$ cat config.mk
export PLATFORM = sky130hd
export DESIGN_NAME = bus_glue_flat
export DESIGN_NICKNAME = d
export VERILOG_FILES = /design/src/rtl/glue_pkg.sv /design/src/rtl/glue_if.sv /design/src/rtl/bus_glue.sv /design/src/flat_wrapper.sv
export SDC_FILE = /design/constraint.sdc
export NUM_CORES = 1
export LEC_CHECK = 0
export BUFFER_PORTS_ARGS = -buffer_cell sky130_fd_sc_hd__buf_4
export CAP_MARGIN = 20
export CORE_AREA = 2 2 39 41
export DETAILED_ROUTE_END_ITERATION = 8
export DIE_AREA = 0 0 41 43
export RECOVER_POWER = 100
export SYNTH_ARGS = -nofsm -noshare
export SYNTH_HDL_FRONTEND = slang
export SYNTH_SLANG_ARGS = --single-unit
$ cat constraint.sdc
create_clock -name clk_i -period 1 [get_ports clk_i]
set_clock_uncertainty 0.05 [all_clocks]
set_input_delay 0.1 -clock clk_i [delete_from_list [all_inputs] [get_ports clk_i]]
set_output_delay 0.1 -clock clk_i [all_outputs]
set_load 0.05 [all_outputs]
$ cat src/rtl/glue_pkg.sv
/*
  package for the local bus glue: cycle-type codes, vector codes, arbiter owners.
  assumes one local bus clock shared by processor and bridge.
*/
package glue_pkg;
  localparam int CYCLE_TYPE_W = 4;
  localparam int VECTOR_W = 4;
  localparam logic [3:0] CYCLE_LOCKED = 4'hB;
  localparam logic [3:0] VEC_NONE = 4'hF;
  localparam logic [3:0] VEC_SERIAL = 4'hD;
  localparam logic [3:0] VEC_BRIDGE = 4'hE;
  localparam logic [3:0] VEC_EXP0 = 4'hB;
  localparam logic [3:0] VEC_EXP1 = 4'h7;
  localparam int BUS_CLOCK_MHZ = 33;
  localparam int CORE_MULT_NOJUMPER = 3;
  localparam int CORE_MULT_JUMPER = 2;
  typedef enum logic [1:0] {OWN_BRIDGE, OWN_CPU, OWN_EXP} owner_t;
endpackage

$ cat src/rtl/glue_if.sv
/*
  interface joining the glue logic and the processor/bridge/expansion side.
  assumes both ends share clk_i.
*/
`timescale 1ns/1ps
interface glue_if;
  logic cpu_cycle_begin_n;
  logic [3:0] cpu_cycle_type;
  logic cpu_ready_in;
  logic cpu_hold_req_n;
  logic cpu_hold_ack_n;
  logic cpu_irq_request;
  logic [3:0] irq_vector_n;
  logic cpu_nonmaskable_req_n;
  logic local_addr_strobe_n;
  logic final_beat_n;
  logic bridge_lock_in;
  logic bridge_ready_out_n;
  logic bridge_hold_req;
  logic bridge_hold_ack;
  logic bridge_local_irq_out_n;
  logic bridge_local_irq_in_n;
  logic local_system_error_n;
  logic deadlock_backoff_req;
  logic expansion_bus_req_n;
  logic expansion_bus_grant_n;
  logic expansion_irq0_n;
  logic expansion_irq1_n;
  logic serial_port_irq_n;
  logic core_multiplier_sel;
  modport glue (
    input cpu_cycle_begin_n, cpu_cycle_type, cpu_hold_ack_n, bridge_ready_out_n, bridge_hold_req,
    input bridge_local_irq_out_n, local_system_error_n, deadlock_backoff_req, expansion_bus_req_n,
    input expansion_irq0_n, expansion_irq1_n, serial_port_irq_n,
    output cpu_ready_in, cpu_hold_req_n, cpu_irq_request, irq_vector_n, cpu_nonmaskable_req_n,
    output local_addr_strobe_n, final_beat_n, bridge_lock_in, bridge_hold_ack, bridge_local_irq_in_n,
    output expansion_bus_grant_n, core_multiplier_sel
  );
  modport board (
    output cpu_cycle_begin_n, cpu_cycle_type, cpu_hold_ack_n, bridge_ready_out_n, bridge_hold_req,
    output bridge_local_irq_out_n, local_system_error_n, deadlock_backoff_req, expansion_bus_req_n,
    output expansion_irq0_n, expansion_irq1_n, serial_port_irq_n,
    input cpu_ready_in, cpu_hold_req_n, cpu_irq_request, irq_vector_n, cpu_nonmaskable_req_n,
    input local_addr_strobe_n, final_beat_n, bridge_lock_in, bridge_hold_ack, bridge_local_irq_in_n,
    input expansion_bus_grant_n, core_multiplier_sel
  );
endinterface

$ cat src/rtl/bus_glue.sv
/*
  glue end of the local bus between the processor, the bridge and the expansion master.
  holds the three-master arbiter and the lock tracking across locked sequences,
  the translation of cycle start, ready, lock and last beat,
  the interrupt merge with its active-low vector,
  and the routing of system error and back-off to the processor nmi.
  arbitration: back-off takes the bus from the processor at once and keeps it with the bridge
  until it is withdrawn; otherwise the bridge comes before the expansion master,
  and while the lock state is set neither takes the bus from the processor, nor the expansion master from the bridge.
  assumes clk_i is the shared 33 MHz local bus clock and every pin input is
  synchronous to it; the processor end answers its hold request by mirroring it;
  every interrupt source is level triggered and holds until it is serviced;
  en_i low freezes the arbiter and the lock state.
*/
`timescale 1ns/1ps
module bus_glue (
  // clock and reset
  input wire logic clk_i,
  input wire logic nrst_i,
  input wire logic en_i,
  // board pins
  glue_if.glue bus,
  // user side
  input wire logic jumper_fitted_i,
  output logic [1:0] owner_o,
  output logic locked_o
);
  ////////////////////////////////////////////////////////////////
  // state
  typedef struct packed {
    glue_pkg::owner_t owner;
    logic locked;
  } state_t;

  localparam state_t RESET_ST = '{owner: glue_pkg::OWN_CPU, locked: 1'b0};

  state_t st;
  state_t next_st;

  ////////////////////////////////////////////////////////////////
  // helpers
  // one source: its own code while active, all ones while idle
  function automatic logic [glue_pkg::VECTOR_W-1:0] vec_of(
    input logic act,
    input logic [glue_pkg::VECTOR_W-1:0] code
  );
    vec_of = act ? code : glue_pkg::VEC_NONE;
  endfunction

  // whether the given master holds the bus now
  function automatic logic owned_by(
    input glue_pkg::owner_t cur,
    input glue_pkg::owner_t who
  );
    owned_by = (cur == who);
  endfunction

  // next owner once the present one lets go
  function automatic glue_pkg::owner_t after_release(
    input logic bridge_next,
    input logic exp_next
  );
    if (bridge_next) begin
      after_release = glue_pkg::OWN_BRIDGE;
    end else if (exp_next) begin
      after_release = glue_pkg::OWN_EXP;
    end else begin
      after_release = glue_pkg::OWN_CPU;
    end
  endfunction

  ////////////////////////////////////////////////////////////////
  // pin decode
  logic serial_act;
  logic bridge_act;
  logic exp0_act;
  logic exp1_act;
  logic cycle_start;
  logic lock_cycle;
  logic bridge_wants;
  logic exp_wants;
  logic backoff;
  logic grant_ok;

  assign serial_act = !bus.serial_port_irq_n;
  assign bridge_act = !bus.bridge_local_irq_out_n;
  assign exp0_act = !bus.expansion_irq0_n;
  assign exp1_act = !bus.expansion_irq1_n;
  assign cycle_start = !bus.cpu_cycle_begin_n;
  assign lock_cycle = cycle_start && (bus.cpu_cycle_type == glue_pkg::CYCLE_LOCKED);
  assign bridge_wants = bus.bridge_hold_req;
  assign exp_wants = !bus.expansion_bus_req_n;
  assign backoff = bus.deadlock_backoff_req;
  assign grant_ok = !bus.cpu_hold_ack_n;

  ////////////////////////////////////////////////////////////////
  // lock tracking and arbiter
  always_comb begin
    next_st = st;
    if (lock_cycle) begin
      next_st.locked = 1'b1;
    end else if (cycle_start) begin
      next_st.locked = 1'b0;
    end
    case (st.owner)
      glue_pkg::OWN_CPU: begin
        if (backoff) begin
          next_st.owner = glue_pkg::OWN_BRIDGE;
        end else if (!st.locked && bridge_wants) begin
          next_st.owner = glue_pkg::OWN_BRIDGE;
        end else if (!st.locked && exp_wants) begin
          next_st.owner = glue_pkg::OWN_EXP;
        end
      end
      glue_pkg::OWN_BRIDGE: begin
        if (!bridge_wants && !backoff) begin
          next_st.owner = after_release(1'b0, exp_wants && !st.locked);
        end
      end
      glue_pkg::OWN_EXP: begin
        if (!exp_wants) begin
          next_st.owner = after_release(bridge_wants, 1'b0);
        end
      end
      default: begin
        next_st.owner = glue_pkg::OWN_CPU;
      end
    endcase
  end

  always_ff @(posedge clk_i or negedge nrst_i) begin
    if (!nrst_i) begin
      st <= RESET_ST;
    end else if (en_i) begin
      st <= next_st;
    end
  end

  ////////////////////////////////////////////////////////////////
  // cycle translation
  assign bus.local_addr_strobe_n = bus.cpu_cycle_begin_n;
  assign bus.cpu_ready_in = !bus.bridge_ready_out_n;
  assign bus.bridge_lock_in = lock_cycle || (st.locked && !cycle_start);
  assign bus.final_beat_n = bus.cpu_cycle_begin_n;
  assign bus.core_multiplier_sel = jumper_fitted_i;

  ////////////////////////////////////////////////////////////////
  // hold and grants
  assign bus.cpu_hold_req_n = owned_by(st.owner, glue_pkg::OWN_CPU);
  assign bus.bridge_hold_ack = owned_by(st.owner, glue_pkg::OWN_BRIDGE) && grant_ok;
  assign bus.expansion_bus_grant_n = !(owned_by(st.owner, glue_pkg::OWN_EXP) && grant_ok);

  ////////////////////////////////////////////////////////////////
  // interrupts
  logic [glue_pkg::VECTOR_W-1:0] vector;
  logic any_other;

  always_comb begin
    vector = glue_pkg::VEC_NONE;
    vector = vector & vec_of(serial_act, glue_pkg::VEC_SERIAL);
    vector = vector & vec_of(bridge_act, glue_pkg::VEC_BRIDGE);
    vector = vector & vec_of(exp0_act, glue_pkg::VEC_EXP0);
    vector = vector & vec_of(exp1_act, glue_pkg::VEC_EXP1);
  end

  assign any_other = serial_act | exp0_act | exp1_act;
  assign bus.irq_vector_n = vector;
  assign bus.cpu_irq_request = bridge_act | any_other;
  assign bus.bridge_local_irq_in_n = !any_other;

  ////////////////////////////////////////////////////////////////
  // errors and back-off
  logic nmi_from_error;
  logic nmi_from_backoff;

  assign nmi_from_error = !bus.local_system_error_n;
  assign nmi_from_backoff = backoff;
  assign bus.cpu_nonmaskable_req_n = !(nmi_from_error || nmi_from_backoff);

  ////////////////////////////////////////////////////////////////
  // user side
  assign owner_o = st.owner;
  assign locked_o = st.locked;
endmodule

$ cat src/flat_wrapper.sv
// flat-port wrapper written by rule: the top's interface ports become plain ports
module bus_glue_flat 
  (clk_i, nrst_i, en_i, jumper_fitted_i, owner_o, locked_o, bus_cpu_cycle_begin_n, bus_cpu_cycle_type, bus_cpu_hold_ack_n, bus_bridge_ready_out_n, bus_bridge_hold_req, bus_bridge_local_irq_out_n, bus_local_system_error_n, bus_deadlock_backoff_req, bus_expansion_bus_req_n, bus_expansion_irq0_n, bus_expansion_irq1_n, bus_serial_port_irq_n, bus_cpu_ready_in, bus_cpu_hold_req_n, bus_cpu_irq_request, bus_irq_vector_n, bus_cpu_nonmaskable_req_n, bus_local_addr_strobe_n, bus_final_beat_n, bus_bridge_lock_in, bus_bridge_hold_ack, bus_bridge_local_irq_in_n, bus_expansion_bus_grant_n, bus_core_multiplier_sel);
  glue_if bus_i ();
  input wire logic clk_i;
  input wire logic nrst_i;
  input wire logic en_i;
  input wire logic jumper_fitted_i;
  output logic [1:0] owner_o;
  output logic locked_o;
  input wire logic [$bits(bus_i.cpu_cycle_begin_n)-1:0] bus_cpu_cycle_begin_n;
  input wire logic [$bits(bus_i.cpu_cycle_type)-1:0] bus_cpu_cycle_type;
  input wire logic [$bits(bus_i.cpu_hold_ack_n)-1:0] bus_cpu_hold_ack_n;
  input wire logic [$bits(bus_i.bridge_ready_out_n)-1:0] bus_bridge_ready_out_n;
  input wire logic [$bits(bus_i.bridge_hold_req)-1:0] bus_bridge_hold_req;
  input wire logic [$bits(bus_i.bridge_local_irq_out_n)-1:0] bus_bridge_local_irq_out_n;
  input wire logic [$bits(bus_i.local_system_error_n)-1:0] bus_local_system_error_n;
  input wire logic [$bits(bus_i.deadlock_backoff_req)-1:0] bus_deadlock_backoff_req;
  input wire logic [$bits(bus_i.expansion_bus_req_n)-1:0] bus_expansion_bus_req_n;
  input wire logic [$bits(bus_i.expansion_irq0_n)-1:0] bus_expansion_irq0_n;
  input wire logic [$bits(bus_i.expansion_irq1_n)-1:0] bus_expansion_irq1_n;
  input wire logic [$bits(bus_i.serial_port_irq_n)-1:0] bus_serial_port_irq_n;
  output wire logic [$bits(bus_i.cpu_ready_in)-1:0] bus_cpu_ready_in;
  output wire logic [$bits(bus_i.cpu_hold_req_n)-1:0] bus_cpu_hold_req_n;
  output wire logic [$bits(bus_i.cpu_irq_request)-1:0] bus_cpu_irq_request;
  output wire logic [$bits(bus_i.irq_vector_n)-1:0] bus_irq_vector_n;
  output wire logic [$bits(bus_i.cpu_nonmaskable_req_n)-1:0] bus_cpu_nonmaskable_req_n;
  output wire logic [$bits(bus_i.local_addr_strobe_n)-1:0] bus_local_addr_strobe_n;
  output wire logic [$bits(bus_i.final_beat_n)-1:0] bus_final_beat_n;
  output wire logic [$bits(bus_i.bridge_lock_in)-1:0] bus_bridge_lock_in;
  output wire logic [$bits(bus_i.bridge_hold_ack)-1:0] bus_bridge_hold_ack;
  output wire logic [$bits(bus_i.bridge_local_irq_in_n)-1:0] bus_bridge_local_irq_in_n;
  output wire logic [$bits(bus_i.expansion_bus_grant_n)-1:0] bus_expansion_bus_grant_n;
  output wire logic [$bits(bus_i.core_multiplier_sel)-1:0] bus_core_multiplier_sel;
  assign bus_i.cpu_cycle_begin_n = bus_cpu_cycle_begin_n;
  assign bus_i.cpu_cycle_type = bus_cpu_cycle_type;
  assign bus_i.cpu_hold_ack_n = bus_cpu_hold_ack_n;
  assign bus_i.bridge_ready_out_n = bus_bridge_ready_out_n;
  assign bus_i.bridge_hold_req = bus_bridge_hold_req;
  assign bus_i.bridge_local_irq_out_n = bus_bridge_local_irq_out_n;
  assign bus_i.local_system_error_n = bus_local_system_error_n;
  assign bus_i.deadlock_backoff_req = bus_deadlock_backoff_req;
  assign bus_i.expansion_bus_req_n = bus_expansion_bus_req_n;
  assign bus_i.expansion_irq0_n = bus_expansion_irq0_n;
  assign bus_i.expansion_irq1_n = bus_expansion_irq1_n;
  assign bus_i.serial_port_irq_n = bus_serial_port_irq_n;
  assign bus_cpu_ready_in = bus_i.cpu_ready_in;
  assign bus_cpu_hold_req_n = bus_i.cpu_hold_req_n;
  assign bus_cpu_irq_request = bus_i.cpu_irq_request;
  assign bus_irq_vector_n = bus_i.irq_vector_n;
  assign bus_cpu_nonmaskable_req_n = bus_i.cpu_nonmaskable_req_n;
  assign bus_local_addr_strobe_n = bus_i.local_addr_strobe_n;
  assign bus_final_beat_n = bus_i.final_beat_n;
  assign bus_bridge_lock_in = bus_i.bridge_lock_in;
  assign bus_bridge_hold_ack = bus_i.bridge_hold_ack;
  assign bus_bridge_local_irq_in_n = bus_i.bridge_local_irq_in_n;
  assign bus_expansion_bus_grant_n = bus_i.expansion_bus_grant_n;
  assign bus_core_multiplier_sel = bus_i.core_multiplier_sel;
  bus_glue u_core (.clk_i(clk_i), .nrst_i(nrst_i), .en_i(en_i), .bus(bus_i), .jumper_fitted_i(jumper_fitted_i), .owner_o(owner_o), .locked_o(locked_o));
endmodule
==> results.json <==
{
  "grt_usage_pct": 11.0,
  "seq_area_frac_synth_pct": 26.5,
  "placed_area_um2": 562,
  "setup_ws_ns": -0.317,
  "status": "complete, but fails checks",
  "die_w_um": 41,
  "root_buffer": "clkbuf_4",
  "io_buffer_count": 34,
  "grt_overflow_total": 0,
  "grt_antenna_before_repair": 0,
  "power_uw": 1210,
  "routed_via_density": 4.54,
  "start_kind": "register",
  "place_hpwl_um": 722,
  "die_y_um": 43,
  "grt_pass1_vias": 360,
  "final_area_um2": 627,
  "worstPathMaxFanout": 5,
  "fin_crit_ns": 1.32,
  "combPwrFrac_pct": 64.1,
  "cts_tree": "done",
  "clk_pin_slew_ns": 0.04,
  "tightest_slew_ns": 0.603,
  "required_ns": 0.85,
  "relSlewSlack_pct": 60.0,
  "yosys_warnings": 0,
  "clockBufferDepth": 2,
  "first_pass_iters": 2,
  "violations": "setup timing",
  "timing.final.crit_share_pct": 132,
  "drc": 0,
  "switchingPower_uw": 537,
  "grt_pass1_wl_um": 1320,
  "fin_nets": 93,
  "dp.cells": 81,
  "num_rows": 14,
  "p_clk_share_pct": 17.2,
  "power_frac_seq_pct": 18.7,
  "syn_area_per_cell_um2": 7.99,
  "worstPathCellList": "and2b_4 > buf_8",
  "cts_num_sinks": 3,
  "drt_iter0_drc": 2,
  "start_util_pct": 20.8,
  "max_freq_mhz": 759,
  "ios": 37,
  "p_per_area_mw_per_mm2": 1930,
  "wl_per_cell_um": 10.1,
  "grt_max_degree": 8,
  "area_delta_synth_final_pct": 118,
  "fp.coreArea_mm2": 0.00138,
  "final_util_pct": 45.3,
  "rsz0062_at_grt": "true",
  "netlist_area_um2": 288,
  "drive_gt1_share_pct": 61.6,
  "place_congestion": 0.680,
  "synthCells": 36,
  "p_int_uw": 671,
  "swShare_pct": 44.4,
  "finalSetupViolCount": 8,
  "crit_arrival_ns": 1.17,
  "dieArea_mm2": 0.00176,
  "hold_viol_final": 0,
  "criticalPathCategory": "register to primary output",
  "ys_types": 19,
  "layout_commonest_cell": "buf_4",
  "fin_cells": 89,
  "cp_top_family": "flip-flops",
  "htree_levels": 1,
  "slowest_stage": "dfstp_4",
  "insertion_delay_ns": 0.23,
  "syn_nets": 55,
  "yosys_register_bits": 3,
  "end_kind": "primary output",
  "p_leak_uw": 0.000290,
  "ir_drop_mv": 0.595,
  "cts_buffers": 3,
  "vias": 404,
  "drtAntennaViolNets": 0,
  "num_antenna_cells": 0,
  "wl_um": 895,
  "holdCritPathClass": "primary input to register",
  "crit_buf_inv": 1,
  "layout_common_cells": "buf_4, clkbuf_1, buf_6, buf_8",
  "critPathMaxStageDelay_ns": 0.64,
  "drv_cap": 0,
  "slew_violations": 0
}
## through the flow
stage	setup TNS (ns)	hold slack (ns)	setup WS (ns)
CTS	-1.77	0.0658	-0.330
floorplan	-0.974	-0.246	-0.234
detailed placement	-0.578	-0.157	-0.162
global route	-1.98	0.0781	-0.340
global placement	-0.536	-0.156	-0.137
finish	-1.73	0.0711	-0.317
## final timing paths
kind                                                from                             to  slack (ns)  depth (start not counted)
max                        u_core.owner_o[0]$_DFFE_PN1P_             bus_cpu_hold_req_n       -0.32                          2
min                                bus_cpu_cycle_begin_n    u_core.locked_o$_DFFE_PN0P_        0.07                          2
max reg2reg                u_core.owner_o[0]$_DFFE_PN1P_  u_core.owner_o[0]$_DFFE_PN1P_       -0.25                          4
min reg2reg                u_core.owner_o[1]$_DFFE_PN0P_  u_core.owner_o[1]$_DFFE_PN0P_        0.55                          1
max in group asynchronous                         nrst_i  u_core.owner_o[0]$_DFFE_PN1P_        0.51                          2
min in group asynchronous                         nrst_i  u_core.owner_o[1]$_DFFE_PN0P_        0.16                          2
## cells by family (layout without fill, tap and decap cells)
kind of cell / Yosys count / after routing / synth area share (%)
flip-flops: 3 / 3 / 26.5
buffers and inverters: 9 / 46 / 20.9
AND/OR/NAND/NOR: 14 / 14 / 26.5
AO/OA/AOI/OAI: 10 / 10 / 26.1
## synthesized netlist by cell type
master,n,area [µm²]
or2_0,1,6.26
a32o_1,1,10.0
nand4b_1,1,8.76
and2b_2,2,17.5
nor2b_1,1,6.26
nor2_1,3,11.3
and3_1,1,6.26
a21boi_0,1,7.51
o31ai_1,1,7.51
dfstp_2,1,26.3
o21ai_0,4,20.0
a2bb2oi_1,1,8.76
o22a_1,1,8.76
inv_1,2,7.51
dfrtp_1,2,50.1
nor3_1,1,5.00
nand2_1,4,15.0
a211oi_2,1,12.5
buf_4,7,52.6
## sequential cells by signal, summed over array words and instances (netlist names)
register,flops
u_core.locked_o,1
u_core.owner_o,2
## power by group through the flow
stage	clock, µW	sequential, µW	combinational, µW
finish	207	226	774
global route	222	233	820
CTS	222	225	738
detailed placement	0	243	629
global placement	0	242	624
floorplan	0	330	348
## repair_timing
item                                   4_1_cts  5_1_grt
pin swaps                                    1        1
hold buffers                                 1        0
setup endpoints to repair                    9        9
gates resized for setup                     10        3
endpoints found under the hold margin        3        0
buffers inserted                             2        1
## layer usage
layer / part of all wire, % / vias to the layer above / track usage, %
li1: - / 192 / -
met1: 32 / 181 / 10.7
met2: 51 / 31 / 19.1
met3: 17 / 0 / 1.57
met4: 0 / 0 / 8.00
met5: 0 / - / 0
## final cells by class
type | count | area, µm²
clock buffer | 4 | 26.3
fill | 149 | 757
tap | 16 | 20.0
sequential | 3 | 82.6
multi-input combinational | 24 | 184
inverter | 2 | 7.51
timing repair buffer | 40 | 307
No activity file was read; power rests on OpenSTA's default activity.
